<file path="src/rtl/uopc_pkg.sv">
// Package for the USB line, power and error-interrupt control block.
package uopc_pkg;

  // Register byte offsets (word aligned); aliases add to the base.
  localparam logic [7:0] OFS_LINE_CTRL  = 8'h00;
  localparam logic [7:0] OFS_POWER_CTRL = 8'h10;
  localparam logic [7:0] OFS_ERR_EN     = 8'h20;
  localparam logic [7:0] OFS_EVT_STATUS = 8'h30;
  localparam logic [7:0] OFS_EVT_MASK   = 8'h40;
  localparam logic [7:0] OFS_MAIN_IRQ   = 8'h50;
  localparam logic [3:0] ALIAS_PLAIN    = 4'h0;
  localparam logic [3:0] ALIAS_CLR      = 4'h4;
  localparam logic [3:0] ALIAS_SET      = 4'h8;
  localparam logic [3:0] ALIAS_INV      = 4'hc;

  // Field positions of the line control register.
  localparam int LC_DP_PU  = 7;
  localparam int LC_DM_PU  = 6;
  localparam int LC_DP_PD  = 5;
  localparam int LC_DM_PD  = 4;
  localparam int LC_VBUS   = 3;
  localparam int LC_SWCTL  = 2;
  localparam int LC_CHG    = 1;
  localparam int LC_DIS    = 0;

  // Field positions of the power control register.
  localparam int PC_ACT    = 7;
  localparam int PC_GUARD  = 4;
  localparam int PC_BUSY   = 3;
  localparam int PC_SUSP   = 1;
  localparam int PC_PWR    = 0;
  localparam logic [7:0] PC_WMASK = 8'h13;

  // Main interrupt enable: error summary enable position.
  localparam int MI_ERR    = 1;

  // Event status bits.
  localparam int EV_ACT    = 0;
  localparam int EV_ERR    = 1;
  localparam int EV_BUSY   = 2;

  localparam logic [7:0]  RST_BYTE  = 8'h00;
  localparam logic [31:0] ZERO_WORD = 32'h0000_0000;
  localparam logic [1:0]  HTRANS_NONSEQ = 2'b10;

  // Power-up settle time before the power state leaves settle for on.
  localparam int SETTLE_NS     = 1000;
  localparam int CLK_PERIOD_NS = 20;
  localparam int SETTLE_CYC    = (SETTLE_NS + CLK_PERIOD_NS - 1)
                                 / CLK_PERIOD_NS;
  localparam logic [7:0] SETTLE_LAST = 8'(SETTLE_CYC - 1);

  typedef struct packed {
    logic dp_pullup;
    logic dm_pullup;
    logic dp_pulldown;
    logic dm_pulldown;
  } uopc_line_s;

  typedef enum logic [2:0] {
    PS_OFF    = 3'b001,
    PS_SETTLE = 3'b010,
    PS_ON     = 3'b100
  } uopc_pstate_e;

endpackage

</file>
<file path="src/rtl/uopc_ctrl.sv">
// USB line, power and error-interrupt control registers on AHB-Lite.
// Notes on behaviour
// - Bits 7..4 enable D+ and D- pull-ups, then D+ and D- pull-downs.
// - Line-switch bit 2 high gives software the resistors, else hardware.
// - Bit 3 drives bus power on when set, off when clear.
// - Bit 1 charges bus power through a pull-up when set.
// - Bit 0 discharges bus power through a pull-down when set.
// - Bits 31..8 of each register always read zero.
// - Power bit 7 reads one while activity is seen but interrupt pending.
// - Guard bit 4 blocks sleep during activity or pending notice.
// - Busy bit 3 reads one while active or not yet ready to enable.
// - Suspend bit 1 gates the 48 MHz clock and idles the transceiver.
// - Enable bit 0 turns on; clear holds outputs inactive, releases pins.
// - Error enables 7..2 gate stuff, matrix, DMA, timeout, size, CRC16.
// - Error enable 1 gates CRC5 in device mode, frame end in host mode.
// - Error enable 0 gates the packet ID check failure.
// - Errors reach the combined interrupt only with summary enable set.
// - Clear, set and invert aliases at base plus 0x4, 0x8, 0xc.
//
// Design decisions made here: the register offsets and the AHB-Lite slave port.
`timescale 1ns/1ps
module uopc_ctrl (
  // Clock and reset
  input  wire logic                 core_clk,
  input  wire logic                 rst_n,
  // AHB-Lite slave
  input  wire logic                 hsel,
  input  wire logic [31:0]          haddr,
  input  wire logic [1:0]           htrans,
  input  wire logic                 hwrite,
  input  wire logic [2:0]           hsize,
  input  wire logic [31:0]          hwdata,
  input  wire logic                 hready,
  output logic      [31:0]          hrdata,
  output logic                      hreadyout,
  output logic                      hresp,
  // USB core side
  input  wire logic                 hw_line_dp_pu,
  input  wire logic                 hw_line_dm_pu,
  input  wire logic                 hw_line_dp_pd,
  input  wire logic                 hw_line_dm_pd,
  input  wire logic                 bus_activity,
  input  wire logic                 activity_irq_done,
  input  wire logic                 phy_ready,
  input  wire logic [7:0]           error_flags,
  input  wire logic                 host_mode,
  input  wire logic                 sleep_req,
  // Pin and power controls
  output uopc_pkg::uopc_line_s      line_res,
  output logic                      bus_power_on,
  output logic                      bus_power_charge_en,
  output logic                      bus_power_discharge_en,
  output logic                      usb_clk_gate_en,
  output logic                      xcvr_low_power,
  output logic                      pins_owned,
  output logic                      sleep_block,
  output logic                      module_irq_out,
  output logic                      error_summary_irq,
  output logic                      irq
);

  // Asynchronous pins pass two flip-flops first.
  // The mode pin only renames error-enable bit 1; the gate does not
  // depend on it, so its synchronised copy is kept for visibility only.
  logic [13:0] sync1_q;
  logic [13:0] sync2_q;
  logic [13:0] pins_raw;
  assign pins_raw = {hw_line_dp_pu, hw_line_dm_pu, hw_line_dp_pd,
                     hw_line_dm_pd, bus_activity, activity_irq_done,
                     error_flags};
  logic sp1_q;
  logic sp2_q;
  logic hm1_q;
  logic hm2_q;
  logic pr1_q;
  logic pr2_q;

  always_ff @(posedge core_clk or negedge rst_n) begin
    if (!rst_n) begin
      sync1_q <= '0;
      sync2_q <= '0;
      sp1_q   <= 1'b0;
      sp2_q   <= 1'b0;
      hm1_q   <= 1'b0;
      hm2_q   <= 1'b0;
      pr1_q   <= 1'b0;
      pr2_q   <= 1'b0;
    end else begin
      sync1_q <= pins_raw;
      sync2_q <= sync1_q;
      sp1_q   <= sleep_req;
      sp2_q   <= sp1_q;
      hm1_q   <= host_mode;
      hm2_q   <= hm1_q;
      pr1_q   <= phy_ready;
      pr2_q   <= pr1_q;
    end
  end

  uopc_pkg::uopc_line_s hw_line;
  logic                 act_s;
  logic                 act_done_s;
  logic [7:0]           err_s;
  assign hw_line    = sync2_q[13:10];
  assign act_s      = sync2_q[9];
  assign act_done_s = sync2_q[8];
  assign err_s      = sync2_q[7:0];

  // AHB address phase capture.
  // Only the low address byte is decoded, so the register set repeats
  // across whatever window hsel covers.
  logic       wr_pend_q;
  logic       rd_pend_q;
  logic [7:0] addr_q;
  logic       take;
  assign take = hsel && hready && htrans == uopc_pkg::HTRANS_NONSEQ;

  always_ff @(posedge core_clk or negedge rst_n) begin
    if (!rst_n) begin
      wr_pend_q <= 1'b0;
      rd_pend_q <= 1'b0;
      addr_q    <= 8'h00;
    end else begin
      wr_pend_q <= take && hwrite;
      rd_pend_q <= take && !hwrite;
      if (take) begin
        addr_q <= haddr[7:0];
      end
    end
  end

  // Write decode: one register and one alias kind.
  // An offset that is none of the four kinds leaves the register as it
  // was, so stray byte addresses inside a register do no harm.
  logic [7:0] base_a;
  logic [3:0] alias_a;
  assign base_a  = {addr_q[7:4], 4'h0};
  assign alias_a = addr_q[3:0];

  function automatic logic [7:0] apply_alias(input logic [7:0] cur,
                                             input logic [7:0] wd,
                                             input logic [3:0] kind);
    logic [7:0] r;
    r = cur;
    if (kind == uopc_pkg::ALIAS_PLAIN) begin
      r = wd;
    end else if (kind == uopc_pkg::ALIAS_CLR) begin
      r = cur & ~wd;
    end else if (kind == uopc_pkg::ALIAS_SET) begin
      r = cur | wd;
    end else if (kind == uopc_pkg::ALIAS_INV) begin
      r = cur ^ wd;
    end
    return r;
  endfunction

  logic [7:0] line_q;
  logic [7:0] pwr_q;
  logic [7:0] eie_q;
  logic [7:0] mask_q;
  logic [7:0] main_q;
  logic [7:0] stat_q;
  logic       busy;
  logic       act_pend_q;

  always_ff @(posedge core_clk or negedge rst_n) begin
    if (!rst_n) begin
      line_q <= uopc_pkg::RST_BYTE;
      pwr_q  <= uopc_pkg::RST_BYTE;
      eie_q  <= uopc_pkg::RST_BYTE;
      mask_q <= uopc_pkg::RST_BYTE;
      main_q <= uopc_pkg::RST_BYTE;
    end else if (wr_pend_q) begin
      if (base_a == uopc_pkg::OFS_LINE_CTRL) begin
        line_q <= apply_alias(line_q, hwdata[7:0], alias_a);
      end else if (base_a == uopc_pkg::OFS_POWER_CTRL) begin
        pwr_q <= apply_alias(pwr_q, hwdata[7:0], alias_a)
                 & uopc_pkg::PC_WMASK;
      end else if (base_a == uopc_pkg::OFS_ERR_EN) begin
        eie_q <= apply_alias(eie_q, hwdata[7:0], alias_a);
      end else if (base_a == uopc_pkg::OFS_EVT_MASK) begin
        mask_q <= apply_alias(mask_q, hwdata[7:0], alias_a);
      end else if (base_a == uopc_pkg::OFS_MAIN_IRQ) begin
        main_q <= apply_alias(main_q, hwdata[7:0], alias_a);
      end
    end
  end

  // Power sequencing: busy covers the settle time after power-up and the
  // wind-down after disable until the transceiver reports ready.
  // Writes made while off and busy are not refused; keeping clear of
  // that window is left to software.
  uopc_pkg::uopc_pstate_e pst_q;
  logic [7:0]             settle_q;

  always_ff @(posedge core_clk or negedge rst_n) begin
    if (!rst_n) begin
      pst_q    <= uopc_pkg::PS_OFF;
      settle_q <= 8'h00;
    end else begin
      case (pst_q)
        uopc_pkg::PS_OFF: begin
          settle_q <= 8'h00;
          if (pwr_q[uopc_pkg::PC_PWR]) begin
            pst_q <= uopc_pkg::PS_SETTLE;
          end
        end
        uopc_pkg::PS_SETTLE: begin
          if (!pwr_q[uopc_pkg::PC_PWR]) begin
            pst_q <= uopc_pkg::PS_OFF;
          end else if (settle_q == uopc_pkg::SETTLE_LAST) begin
            pst_q <= uopc_pkg::PS_ON;
          end else begin
            settle_q <= settle_q + 8'h01;
          end
        end
        uopc_pkg::PS_ON: begin
          if (!pwr_q[uopc_pkg::PC_PWR]) begin
            pst_q <= uopc_pkg::PS_OFF;
          end
        end
        default: pst_q <= uopc_pkg::PS_OFF;
      endcase
    end
  end

  // Busy while on, settling, or off but the transceiver not yet ready.
  assign busy = (pst_q != uopc_pkg::PS_OFF) || !pr2_q;

  // Activity pending: set on activity while enabled, cleared once the interrupt fires.
  // Set wins over the done strobe, so activity that arrives just as the
  // interrupt is reported is not lost.
  always_ff @(posedge core_clk or negedge rst_n) begin
    if (!rst_n) begin
      act_pend_q <= 1'b0;
    end else if (act_s && pwr_q[uopc_pkg::PC_PWR]) begin
      act_pend_q <= 1'b1;
    end else if (act_done_s) begin
      act_pend_q <= 1'b0;
    end
  end

  // Error summary from flags and their enables.
  logic [7:0] err_gated;
  logic       err_any;
  genvar gi;
  generate
    for (gi = 0; gi < 8; gi++) begin : g_err
      // Bit 1 is CRC5 in device mode and frame end in host mode; the core
      // routes the matching flag there, so the gate is the same.
      assign err_gated[gi] = err_s[gi]
                             & eie_q[gi];
    end
  endgenerate
  assign err_any = |err_gated;

  // Event status: sticky, cleared by a read; a new event wins the clear.
  logic [7:0] ev_now;
  logic       busy_q;
  logic       stat_rd;
  always_comb begin
    ev_now = 8'h00;
    ev_now[uopc_pkg::EV_ACT]  = act_s && !act_pend_q;
    ev_now[uopc_pkg::EV_ERR]  = err_any;
    ev_now[uopc_pkg::EV_BUSY] = busy_q && !busy;
  end
  assign stat_rd = rd_pend_q && addr_q == uopc_pkg::OFS_EVT_STATUS;

  always_ff @(posedge core_clk or negedge rst_n) begin
    if (!rst_n) begin
      stat_q <= uopc_pkg::RST_BYTE;
      busy_q <= 1'b0;
    end else begin
      busy_q <= busy;
      stat_q <= (stat_rd ? 8'h00 : stat_q) | ev_now;
    end
  end

  // Read data, zero above bit 7 and for unmapped addresses.
  // Alias offsets read back the register itself.
  logic [7:0] rd_byte;
  always_comb begin
    rd_byte = 8'h00;
    if (base_a == uopc_pkg::OFS_LINE_CTRL) begin
      rd_byte = line_q;
    end else if (base_a == uopc_pkg::OFS_POWER_CTRL) begin
      rd_byte = pwr_q;
      rd_byte[uopc_pkg::PC_ACT]  = act_pend_q;
      rd_byte[uopc_pkg::PC_BUSY] = busy;
    end else if (base_a == uopc_pkg::OFS_ERR_EN) begin
      rd_byte = eie_q;
    end else if (base_a == uopc_pkg::OFS_EVT_STATUS) begin
      rd_byte = stat_q;
    end else if (base_a == uopc_pkg::OFS_EVT_MASK) begin
      rd_byte = mask_q;
    end else if (base_a == uopc_pkg::OFS_MAIN_IRQ) begin
      rd_byte = main_q;
    end
  end

  // Read data is registered, so a read costs one wait state: hrdata is
  // loaded at the end of the first data-phase cycle, from the address
  // captured the edge before, and the master takes it one edge later.
  // A read right behind a write to the same register sees the new value,
  // because the write lands at the edge that accepts the read.
  always_ff @(posedge core_clk or negedge rst_n) begin
    if (!rst_n) begin
      hrdata <= uopc_pkg::ZERO_WORD;
    end else begin
      hrdata <= {24'h000000, rd_byte};
    end
  end

  // Ready drops for the one cycle after a read is accepted; writes and
  // idle cycles see no wait state. The response is always OKAY.
  always_ff @(posedge core_clk or negedge rst_n) begin
    if (!rst_n) begin
      hreadyout <= 1'b1;
      hresp     <= 1'b0;
    end else begin
      hreadyout <= !(take && !hwrite);
      hresp     <= 1'b0;
    end
  end

  // Pin and power outputs; disable drops every output to inactive.
  // The line control register keeps its value while disabled, so
  // enabling again restores the last software setting.
  logic                 on;
  uopc_pkg::uopc_line_s sw_line;
  assign on      = pwr_q[uopc_pkg::PC_PWR];
  assign sw_line = line_q[uopc_pkg::LC_DP_PU:uopc_pkg::LC_DM_PD];

  always_ff @(posedge core_clk or negedge rst_n) begin
    if (!rst_n) begin
      line_res               <= '0;
      bus_power_on           <= 1'b0;
      bus_power_charge_en    <= 1'b0;
      bus_power_discharge_en <= 1'b0;
      usb_clk_gate_en        <= 1'b0;
      xcvr_low_power         <= 1'b1;
      pins_owned             <= 1'b0;
    end else begin
      if (!on) begin
        line_res <= '0;
      end else if (line_q[uopc_pkg::LC_SWCTL]) begin
        line_res <= sw_line;
      end else begin
        line_res <= hw_line;
      end
      bus_power_on           <= on && line_q[uopc_pkg::LC_VBUS];
      bus_power_charge_en    <= on && line_q[uopc_pkg::LC_CHG];
      bus_power_discharge_en <= on && line_q[uopc_pkg::LC_DIS];
      usb_clk_gate_en <= on && !pwr_q[uopc_pkg::PC_SUSP];
      xcvr_low_power  <= !on || pwr_q[uopc_pkg::PC_SUSP];
      pins_owned      <= on;
    end
  end

  // Sleep guard and interrupt outputs.
  // The guard only asks for sleep to be held off; the sleep controller
  // itself decides.
  always_ff @(posedge core_clk or negedge rst_n) begin
    if (!rst_n) begin
      sleep_block       <= 1'b0;
      module_irq_out    <= 1'b0;
      error_summary_irq <= 1'b0;
      irq               <= 1'b0;
    end else begin
      sleep_block <= pwr_q[uopc_pkg::PC_GUARD] && sp2_q
                     && (act_s || act_pend_q);
      error_summary_irq <= err_any;
      module_irq_out <= err_any && main_q[uopc_pkg::MI_ERR];
      irq <= |(stat_q & mask_q);
    end
  end

endmodule

</file>
<file path="config.mk">
export PLATFORM = sky130hd
export DESIGN_NAME = uopc_ctrl
export DESIGN_NICKNAME = d
export VERILOG_FILES = /design/src/rtl/uopc_pkg.sv /design/src/rtl/uopc_ctrl.sv
export SDC_FILE = /design/constraint.sdc
export NUM_CORES = 1
export LEC_CHECK = 0
export ABC_AREA = 1
export ABC_CLOCK_PERIOD_IN_PS = 3310
export BUFFER_PORTS_ARGS = -buffer_cell sky130_fd_sc_hd__buf_4
export CORE_UTILIZATION = 36
export DETAILED_ROUTE_END_ITERATION = 8
export GPL_ROUTABILITY_DRIVEN = 0
export PLACE_DENSITY = 0.62
export SYNTH_ARGS = -nofsm -noshare
export SYNTH_HDL_FRONTEND = slang
export SYNTH_SLANG_ARGS = --single-unit
export TNS_END_PERCENT = 20
</file>
<file path="constraint.sdc">
create_clock -name core_clk -period 3.31 [get_ports core_clk]
set_clock_uncertainty 0.05 [all_clocks]
set_input_delay 0.4965 -clock core_clk [delete_from_list [all_inputs] [get_ports core_clk]]
set_output_delay 0.4965 -clock core_clk [all_outputs]
set_load 0.01 [all_outputs]
</file>
==> summary.md, run 1 <==
| Metric | Value |
|---|---|
| Power per standard cell area | `545 nW/um^2` |
| Total CTS buffers | `17` |
| Vert. Die Dim | `143 um` |
| Worst path bufs/invs | `0` |
| Final Hold Vio Count | `0` |
| Tightest Pin Transition | `0.816 ns` |
| Rel. slew slack | `45.4%` |
| DR WL/cell | `15.0 um` |
| Crit path max-delay cell type | `nand2_2` |
| Reg2Reg Setup Slack | `1.14 ns` |
| Floorplan Core Area | `19500 um^2` |
| CP Data Arrival Time | `2.43 ns` |
| Main combinational cell family by area after synthesis | `simple AND/OR/NAND/NOR gates` |
| Met2 wire len | `8.47 mm` |
| Vias in the first global route | `5555` |
| H-tree depth | `4` |
| Yosys reg bits | `116` |
| Total Power | `4.58 mW` |
| Post-synthesis mux area share | `0.313%` |
| DRT Wirelength | `18.3 mm` |
| Total Nets Final | `1104` |
| DR vias | `5941` |
| Crit-path max FO | `36` |
| Int Power | `3.12 mW` |
| Max Slew Vio Count | `0` |
| Cells after Synth | `885` |
| Comb pwr share | `21.0%` |
| Largest net degree at the start of global routing | `47` |
| Critical Path RT | `3.57 ns` |
| Clk pwr share | `43.0%` |
| CTS tree | `yes` |
| Number of buffers added on ports | `61` |
| Fmax | `0.460 GHz` |
| Overflow after GRT | `0` |
| CP dominant cell by count | `nand2_1` |
| M1 wire length | `8.40 mm` |
| Setup violators final | `0` |
| Peak VDD IR | `0.000366 V` |
| Delay-heaviest family, CP | `simple AND/OR/NAND/NOR gates` |
| Crit path depth | `6` |
| CP Capture Type | `flip-flop` |
| Synth Area in Adders | `12.5%` |
| Most frequent cells in the layout | `nand2_1 (147), inv_1 (132), dfrtp_1 (113), nor2_1 (105), nand3_1 (89)` |
| Tightest Hold Check Type | `in -> async` |
| Sw power | `1.45 mW` |
| Max Cap Violations | `0` |
| Final routed DRC violation total | `0` |
| Initial antenna violation count | `0` |
| Row count | `51` |
| Crit path kind | `reg -> reg` |
| 1st-iter DRT viols | `407` |
| Post-synthesis xor/xnor area fraction | `0.243%` |
| Routed wl met3 | `1.09 mm` |
| Global-route wire length before repair | `29.9 mm` |
| Area grow syn2layout | `16.6%` |
| CTS Buffer Depth | `2` |
| Static leakage | `4.39 nW` |
| Inst Count DP | `1187` |
| Yosys warns | `0` |
| Period utilization | `65.6%` |
| Number of setup buffers added after CTS | `0` |
| Most common cell after layout, fill and taps aside | `nand2_1` |
| Clock tree sinks | `116` |
| Vias/cell | `4.88` |
| Synthesized area | `7200 um^2` |
| Final core occ | `43.0%` |
| Synth Area in Simple Gates | `25.0%` |
| Cts repair resizes | `0` |
| Layout cells sized above 1 | `15.8%` |
| Die area | `20600 um^2` |
| Switch share | `31.7%` |
| Initial Utilization | `36.9%` |
| Total negative slack | `0 ns` |
| Yosys cell types | `37` |
| Crit path time final | `2.17 ns` |
| FF-to-FF End | `line_q[0]` |
| Post-synthesis compound-gate area fraction | `8.66%` |
| RSZ-0062 raised after global routing | `false` |
| Worst-path clk slew | `0.06 ns` |
| Top sig layer | `met4` |
| CTS root buf | `clkbuf_16` |
| TritonRoute pass-1 iters | `5` |
| CP max stage delay | `0.62 ns` |
| Tot GR Track Use | `19.2%` |
| Die width | `143 um` |
| Syn Area/Cell | `8.13 um^2` |
| CP cell instances | `nor2_8 > nand2_2 > nand2_1 > nand3_1 > nand2_1 > a21oi_1` |
| Outcome | `finished, final reports clean` |
| Sequential area share after synthesis | `40.4%` |
| R2r worst-path depth | `6` |
| Flop pwr share | `36.0%` |
| Non-filler cells, final | `1218` |
| CTS hold repair buffers | `0` |
| IO Count | `139` |
| DP HPWL | `11.9 mm` |
| CP startpoint kind | `flip-flop` |
| Final ANT Viol Nets | `0` |
| Clock Latency Late Sink | `0.42 ns` |
| Reg2reg start | `addr_q[1]` |
| ANT cells | `0` |
==> flip-flops by register name (all words and copies together) (netlist names), 3 cells and up <==
signal and count:
sync1_q 14, sync2_q 14, addr_q 8, eie_q 8, hrdata 8, line_q 8, main_q 8, mask_q 8
settle_q 8, line_res 4, pst_q 3, pwr_q 3, stat_q 3
==> final cells by class <==
type	count	area (um^2)
fill	1980	11100
multi-input combinational	592	3460
sequential	116	2910
inverter	147	559
timing repair buffer	67	515
clock buffer	19	443
tap	265	332
clock inverter	12	180
==> cells by family (layout without fill, tap and decap cells) <==
logic type | Yosys count | after routing
buf+inv | 201 | 245
mux | 2 | 2
compound gates | 101 | 101
fa+ha+maj | 72 | 72
xor+xnor | 2 | 2
other cells | 1 | 25
simple gates | 390 | 390
flops | 116 | 116
==> power by group through the flow <==
stage | Clock [mW] | Combinational [mW] | Sequential, mW
floorplan | 0 | 0.713 | 1.65
detailed placement | 0 | 0.965 | 1.67
CTS | 2.00 | 0.969 | 1.65
global placement | 0 | 0.947 | 1.67
finish | 1.97 | 0.962 | 1.65
global route | 2.05 | 1.10 | 1.66
==> routing by layer <==
| metal | up-vias | track usage, % |
|---|---|---|
| li1 | 2898 | - |
| met1 | 2812 | 26.3 |
| met2 | 206 | 30.3 |
| met3 | 25 | 3.43 |
| met4 | 0 | 6.72 |
| met5 | - | 0 |
==> Yosys cell counts (all sizes together) <==
cell | instances | share of area [%]
nor2 | 119 | 7.6
a21oi | 47 | 3.5
a22o | 2 | 0.24
clkbuf | 10 | 0.52
nand4 | 16 | 1.4
o2111ai | 2 | 0.24
ha | 72 | 13
xnor2 | 1 | 0.12
conb | 1 | 0.052
mux2 | 2 | 0.31
nand3 | 93 | 6.8
o21ai | 16 | 1.1
nand2 | 156 | 8.6
clkinv | 2 | 0.14
xor2 | 1 | 0.12
buf | 44 | 4.5
nor3 | 1 | 0.14
or2 | 1 | 0.087
dfrtp | 113 | 39
inv | 145 | 7.6
dfstp | 3 | 1.1
o211ai | 33 | 3.4
o22ai | 1 | 0.087
nand3b | 4 | 0.42
==> through the flow <==
stage	setup slack, ns	area (um^2)	hold slack [ns]
after global placement	1.21	7770	0.282
after detailed placement	1.15	7770	0.285
after floorplan	1.83	7290	0.151
after global routing	0.963	8400	0.0729
final	1.14	8400	0.0291
after CTS	1.15	8400	0.0490
==> how the worst max path moves through the flow <==
stage                     startpoint   endpoint  slack, ns
after floorplan            hwdata[0]   pwr_q[0]       1.83
after global placement     addr_q[1]  line_q[0]       1.21
after detailed placement   addr_q[1]  line_q[0]       1.15
after CTS                  addr_q[1]  line_q[0]       1.15
after global routing       addr_q[1]  main_q[1]       0.96
final                      addr_q[1]  line_q[0]       1.14
Note: power is estimated with default switching activity, not from simulation.
==> run 2: changes to the inputs <==
--- a/config.mk
+++ b/config.mk
@@ -6,12 +6,12 @@
 export NUM_CORES = 1
 export LEC_CHECK = 0
 export ABC_AREA = 1
-export ABC_CLOCK_PERIOD_IN_PS = 3310
+export ABC_CLOCK_PERIOD_IN_PS = 1900
 export BUFFER_PORTS_ARGS = -buffer_cell sky130_fd_sc_hd__buf_4
 export CORE_UTILIZATION = 36
 export DETAILED_ROUTE_END_ITERATION = 8
 export GPL_ROUTABILITY_DRIVEN = 0
-export PLACE_DENSITY = 0.62
+export PLACE_DENSITY = 0.64
 export SYNTH_ARGS = -nofsm -noshare
 export SYNTH_HDL_FRONTEND = slang
 export SYNTH_SLANG_ARGS = --single-unit
==> constraint.sdc (replaced) <==
create_clock -name core_clk -period 1.9 [get_ports core_clk]
set_clock_uncertainty 0.05 [all_clocks]
set_input_delay 0.285 -clock core_clk [delete_from_list [all_inputs] [get_ports core_clk]]
set_output_delay 0.285 -clock core_clk [all_outputs]
set_load 0.01 [all_outputs]
==> summary.md, run 2 (synthesis gave the netlist of run 1 again) <==
| Metric | Value |
|---|---|
| Outcome | `finished, final reports clean` |
| Layout cells sized above 1 | `17.1% (+1.3 points)` |
| Clock Latency Late Sink | `0.43 ns (about the same)` |
| Setup violators final | `0 (unchanged)` |
| DP HPWL | `12.1 mm (+2.1%)` |
| Max Slew Vio Count | `0 (unchanged)` |
| RSZ-0062 raised after global routing | `false` |
| Number of fill cells in the layout | `1932 (-2.4%)` |
| Fmax | `0.582 GHz (+27%)` |
| ANT cells | `0 (unchanged)` |
| Power per standard cell area | `914 nW/um^2 (+68%)` |
| Largest net degree at the start of global routing | `47 (unchanged)` |
| Total Nets Final | `1138 (+3.1%)` |
| Die area | `20600 um^2 (unchanged)` |
| Worst path bufs/invs | `1 (+1)` |
| H-tree depth | `4 (unchanged)` |
| Biggest regs | `sync1_q: 14 flops, sync2_q: 14 flops` |
| Final ANT Viol Nets | `0 (unchanged)` |
| Clk pwr share | `41.2% (-1.8 points)` |
| Crit path time final | `1.72 ns (-0.456 ns)` |
| DR vias | `6073 (+2.2%)` |
| CP startpoint kind | `flip-flop` |
| CP max stage delay | `0.43 ns (-0.19 ns)` |
| Most common cell after layout, fill and taps aside | `nand2_1` |
| Die width | `143 um (unchanged)` |
| CTS root buf | `clkbuf_16` |
| Switch share | `33.5% (+1.7 points)` |
| Total CTS buffers | `17 (unchanged)` |
| Initial antenna violation count | `0 (unchanged)` |
| IO Count | `139 (unchanged)` |
| Global-route wire length before repair | `29.9 mm (about the same)` |
| Max Cap Violations | `0 (unchanged)` |
| Total Power | `7.95 mW (+74%)` |
| Total negative slack | `0 ns (unchanged)` |
| DRT Wirelength | `18.3 mm (-0.27%)` |
| Crit path kind | `reg -> reg` |
| Final Hold Vio Count | `0 (unchanged)` |
| Area grow syn2layout | `20.8%` |
| DR WL/cell | `14.6 um (-3.1%)` |
| Floorplan Core Area | `19500 um^2 (unchanged)` |
| Int Power | `5.29 mW (+69%)` |
| Reg2Reg Setup Slack | `0.18 ns (-0.95 ns)` |
| Multi-input logic area | `3460 um^2 (unchanged)` |
| Peak VDD IR | `0.000616 V (+68%)` |
| FF/Latch Area | `2910 um^2 (unchanged)` |
| CP dominant cell by count | `nand3_1` |
| Static leakage | `4.54 nW (+3.4%)` |
| Vias/cell | `4.85 (-0.63%)` |
| Number of buffers added on ports | `61 (unchanged)` |
| Critical Path RT | `2.21 ns (-1.36 ns)` |
| Comb pwr share | `22.7% (+1.7 points)` |
| Most frequent cells in the layout | `nand2_1 (147), inv_1 (132), dfrtp_1 (113), nor2_1 (105), nand3_1 (89)` |
| Crit-path max FO | `38 (+5.6%)` |
| CP Data Arrival Time | `2.02 ns (-0.41 ns)` |
| Final routed DRC violation total | `0 (unchanged)` |
| 1st-iter DRT viols | `474 (+16%)` |
| CP cell instances | `nor2_8 > buf_4 > nand3_1 > nand3_1 > nand2_1 > a21oi_2` |
| Row count | `51 (unchanged)` |
| Tot GR Track Use | `19.1% (-0.069 points)` |
| Crit path max-delay cell type | `dfrtp_1` |
| Worst-path clk slew | `0.06 ns (about the same)` |
| Sw power | `2.66 mW (+83%)` |
| Tightest Hold Check Type | `in -> reg` |
| Vias in the first global route | `5646 (+1.6%)` |
| Delay-heaviest family, CP | `simple AND/OR/NAND/NOR gates` |
| Clock tree sinks | `116 (unchanged)` |
| Number of setup buffers added after CTS | `0 (unchanged)` |
| Flop pwr share | `36.0% (about the same)` |
| CTS tree | `yes` |
| Period utilization | `90.4% (+25 points)` |
| CTS Buffer Depth | `2 (unchanged)` |
| Overflow after GRT | `0 (unchanged)` |
| TritonRoute pass-1 iters | `5 (unchanged)` |
| CP Capture Type | `flip-flop` |
| Initial Utilization | `36.9% (unchanged)` |
| Vert. Die Dim | `143 um (unchanged)` |
## run 2: changes by cell type in the layout (fill, tap and decap cells not counted)
cell,before,now
buf_12,1,3
buf_4,66,80
bufinv_16,4,2
clkbuf_1,1,0
clkbuf_8,1,0
clkinv_2,4,3
clkinv_4,3,2
clkinvlp_4,2,3
dlygate4sd3_1,0,18
inv_6,1,5
inv_8,0,2
## run 2: layout make-up
cell class / count / area share, %
Tap cell: 265 / 3.81
Clock buffer: 17 / 4.89
Timing Repair Buffer: 101 / 9.67
Sequential cell: 116 / 33.4
Clock inverter: 15 / 1.97
Inverter: 147 / 6.43
Multi-Input combinational cell: 592 / 39.8
## run 2: worst register-to-register path, cell delays in order, from the launching register on
cell,delay (ns)
dfrtp_1,0.43
nor2_8,0.27
buf_4,0.44
nand3_1,0.16
nand3_1,0.12
nand2_1,0.07
a21oi_2,0.11
## run 2: path summary, 6_finish.rpt
path                            start           to  cells past startpoint
setup / recovery            addr_q[1]     eie_q[6]                      6
hold / removal               haddr[1]    addr_q[1]                      2
setup reg to reg            addr_q[1]     eie_q[6]                      6
hold reg to reg            sync1_q[4]   sync2_q[4]                      0
max in group asynchronous       rst_n    hreadyout                      3
min in group asynchronous       rst_n  sync2_q[11]                      2
## run 2: repair_timing
action	CTS	global route
resized for setup	0	0
hold buffers	18	0
endpoints found under the hold margin	48	0
## run 2: power groups by stage
stage | clock network, mW | registers (mW) | logic (mW)
after detailed placement | 0 | 2.90 | 1.76
after floorplan | 0 | 2.88 | 1.24
after CTS | 3.33 | 2.86 | 1.81
after global placement | 0 | 2.90 | 1.72
after global routing | 3.44 | 2.89 | 2.03
final | 3.28 | 2.86 | 1.81
## run 2: per-stage QoR
stage	setup slack [ns]	util [%]	instances	hold WS, ns	cell area (um^2)
4_1_cts	0.184	44.5	1253	0.0302	8690
2_1_floorplan	0.562	-	909	-0.0606	7290
5_1_grt	0.0333	44.5	1253	0.0324	8690
3_3_place_gp	0.242	40.5	1203	0.207	7920
6_report	0.183	44.5	1253	0.0410	8690
3_5_place_dp	0.210	40.5	1203	0.207	7920
## run 2: per-layer routing
metal	global-route usage, %	share of wire [%]
met5	0	0
met1	25.9	44
met4	8.51	2.4
met2	29.4	46
met3	3.93	7.5
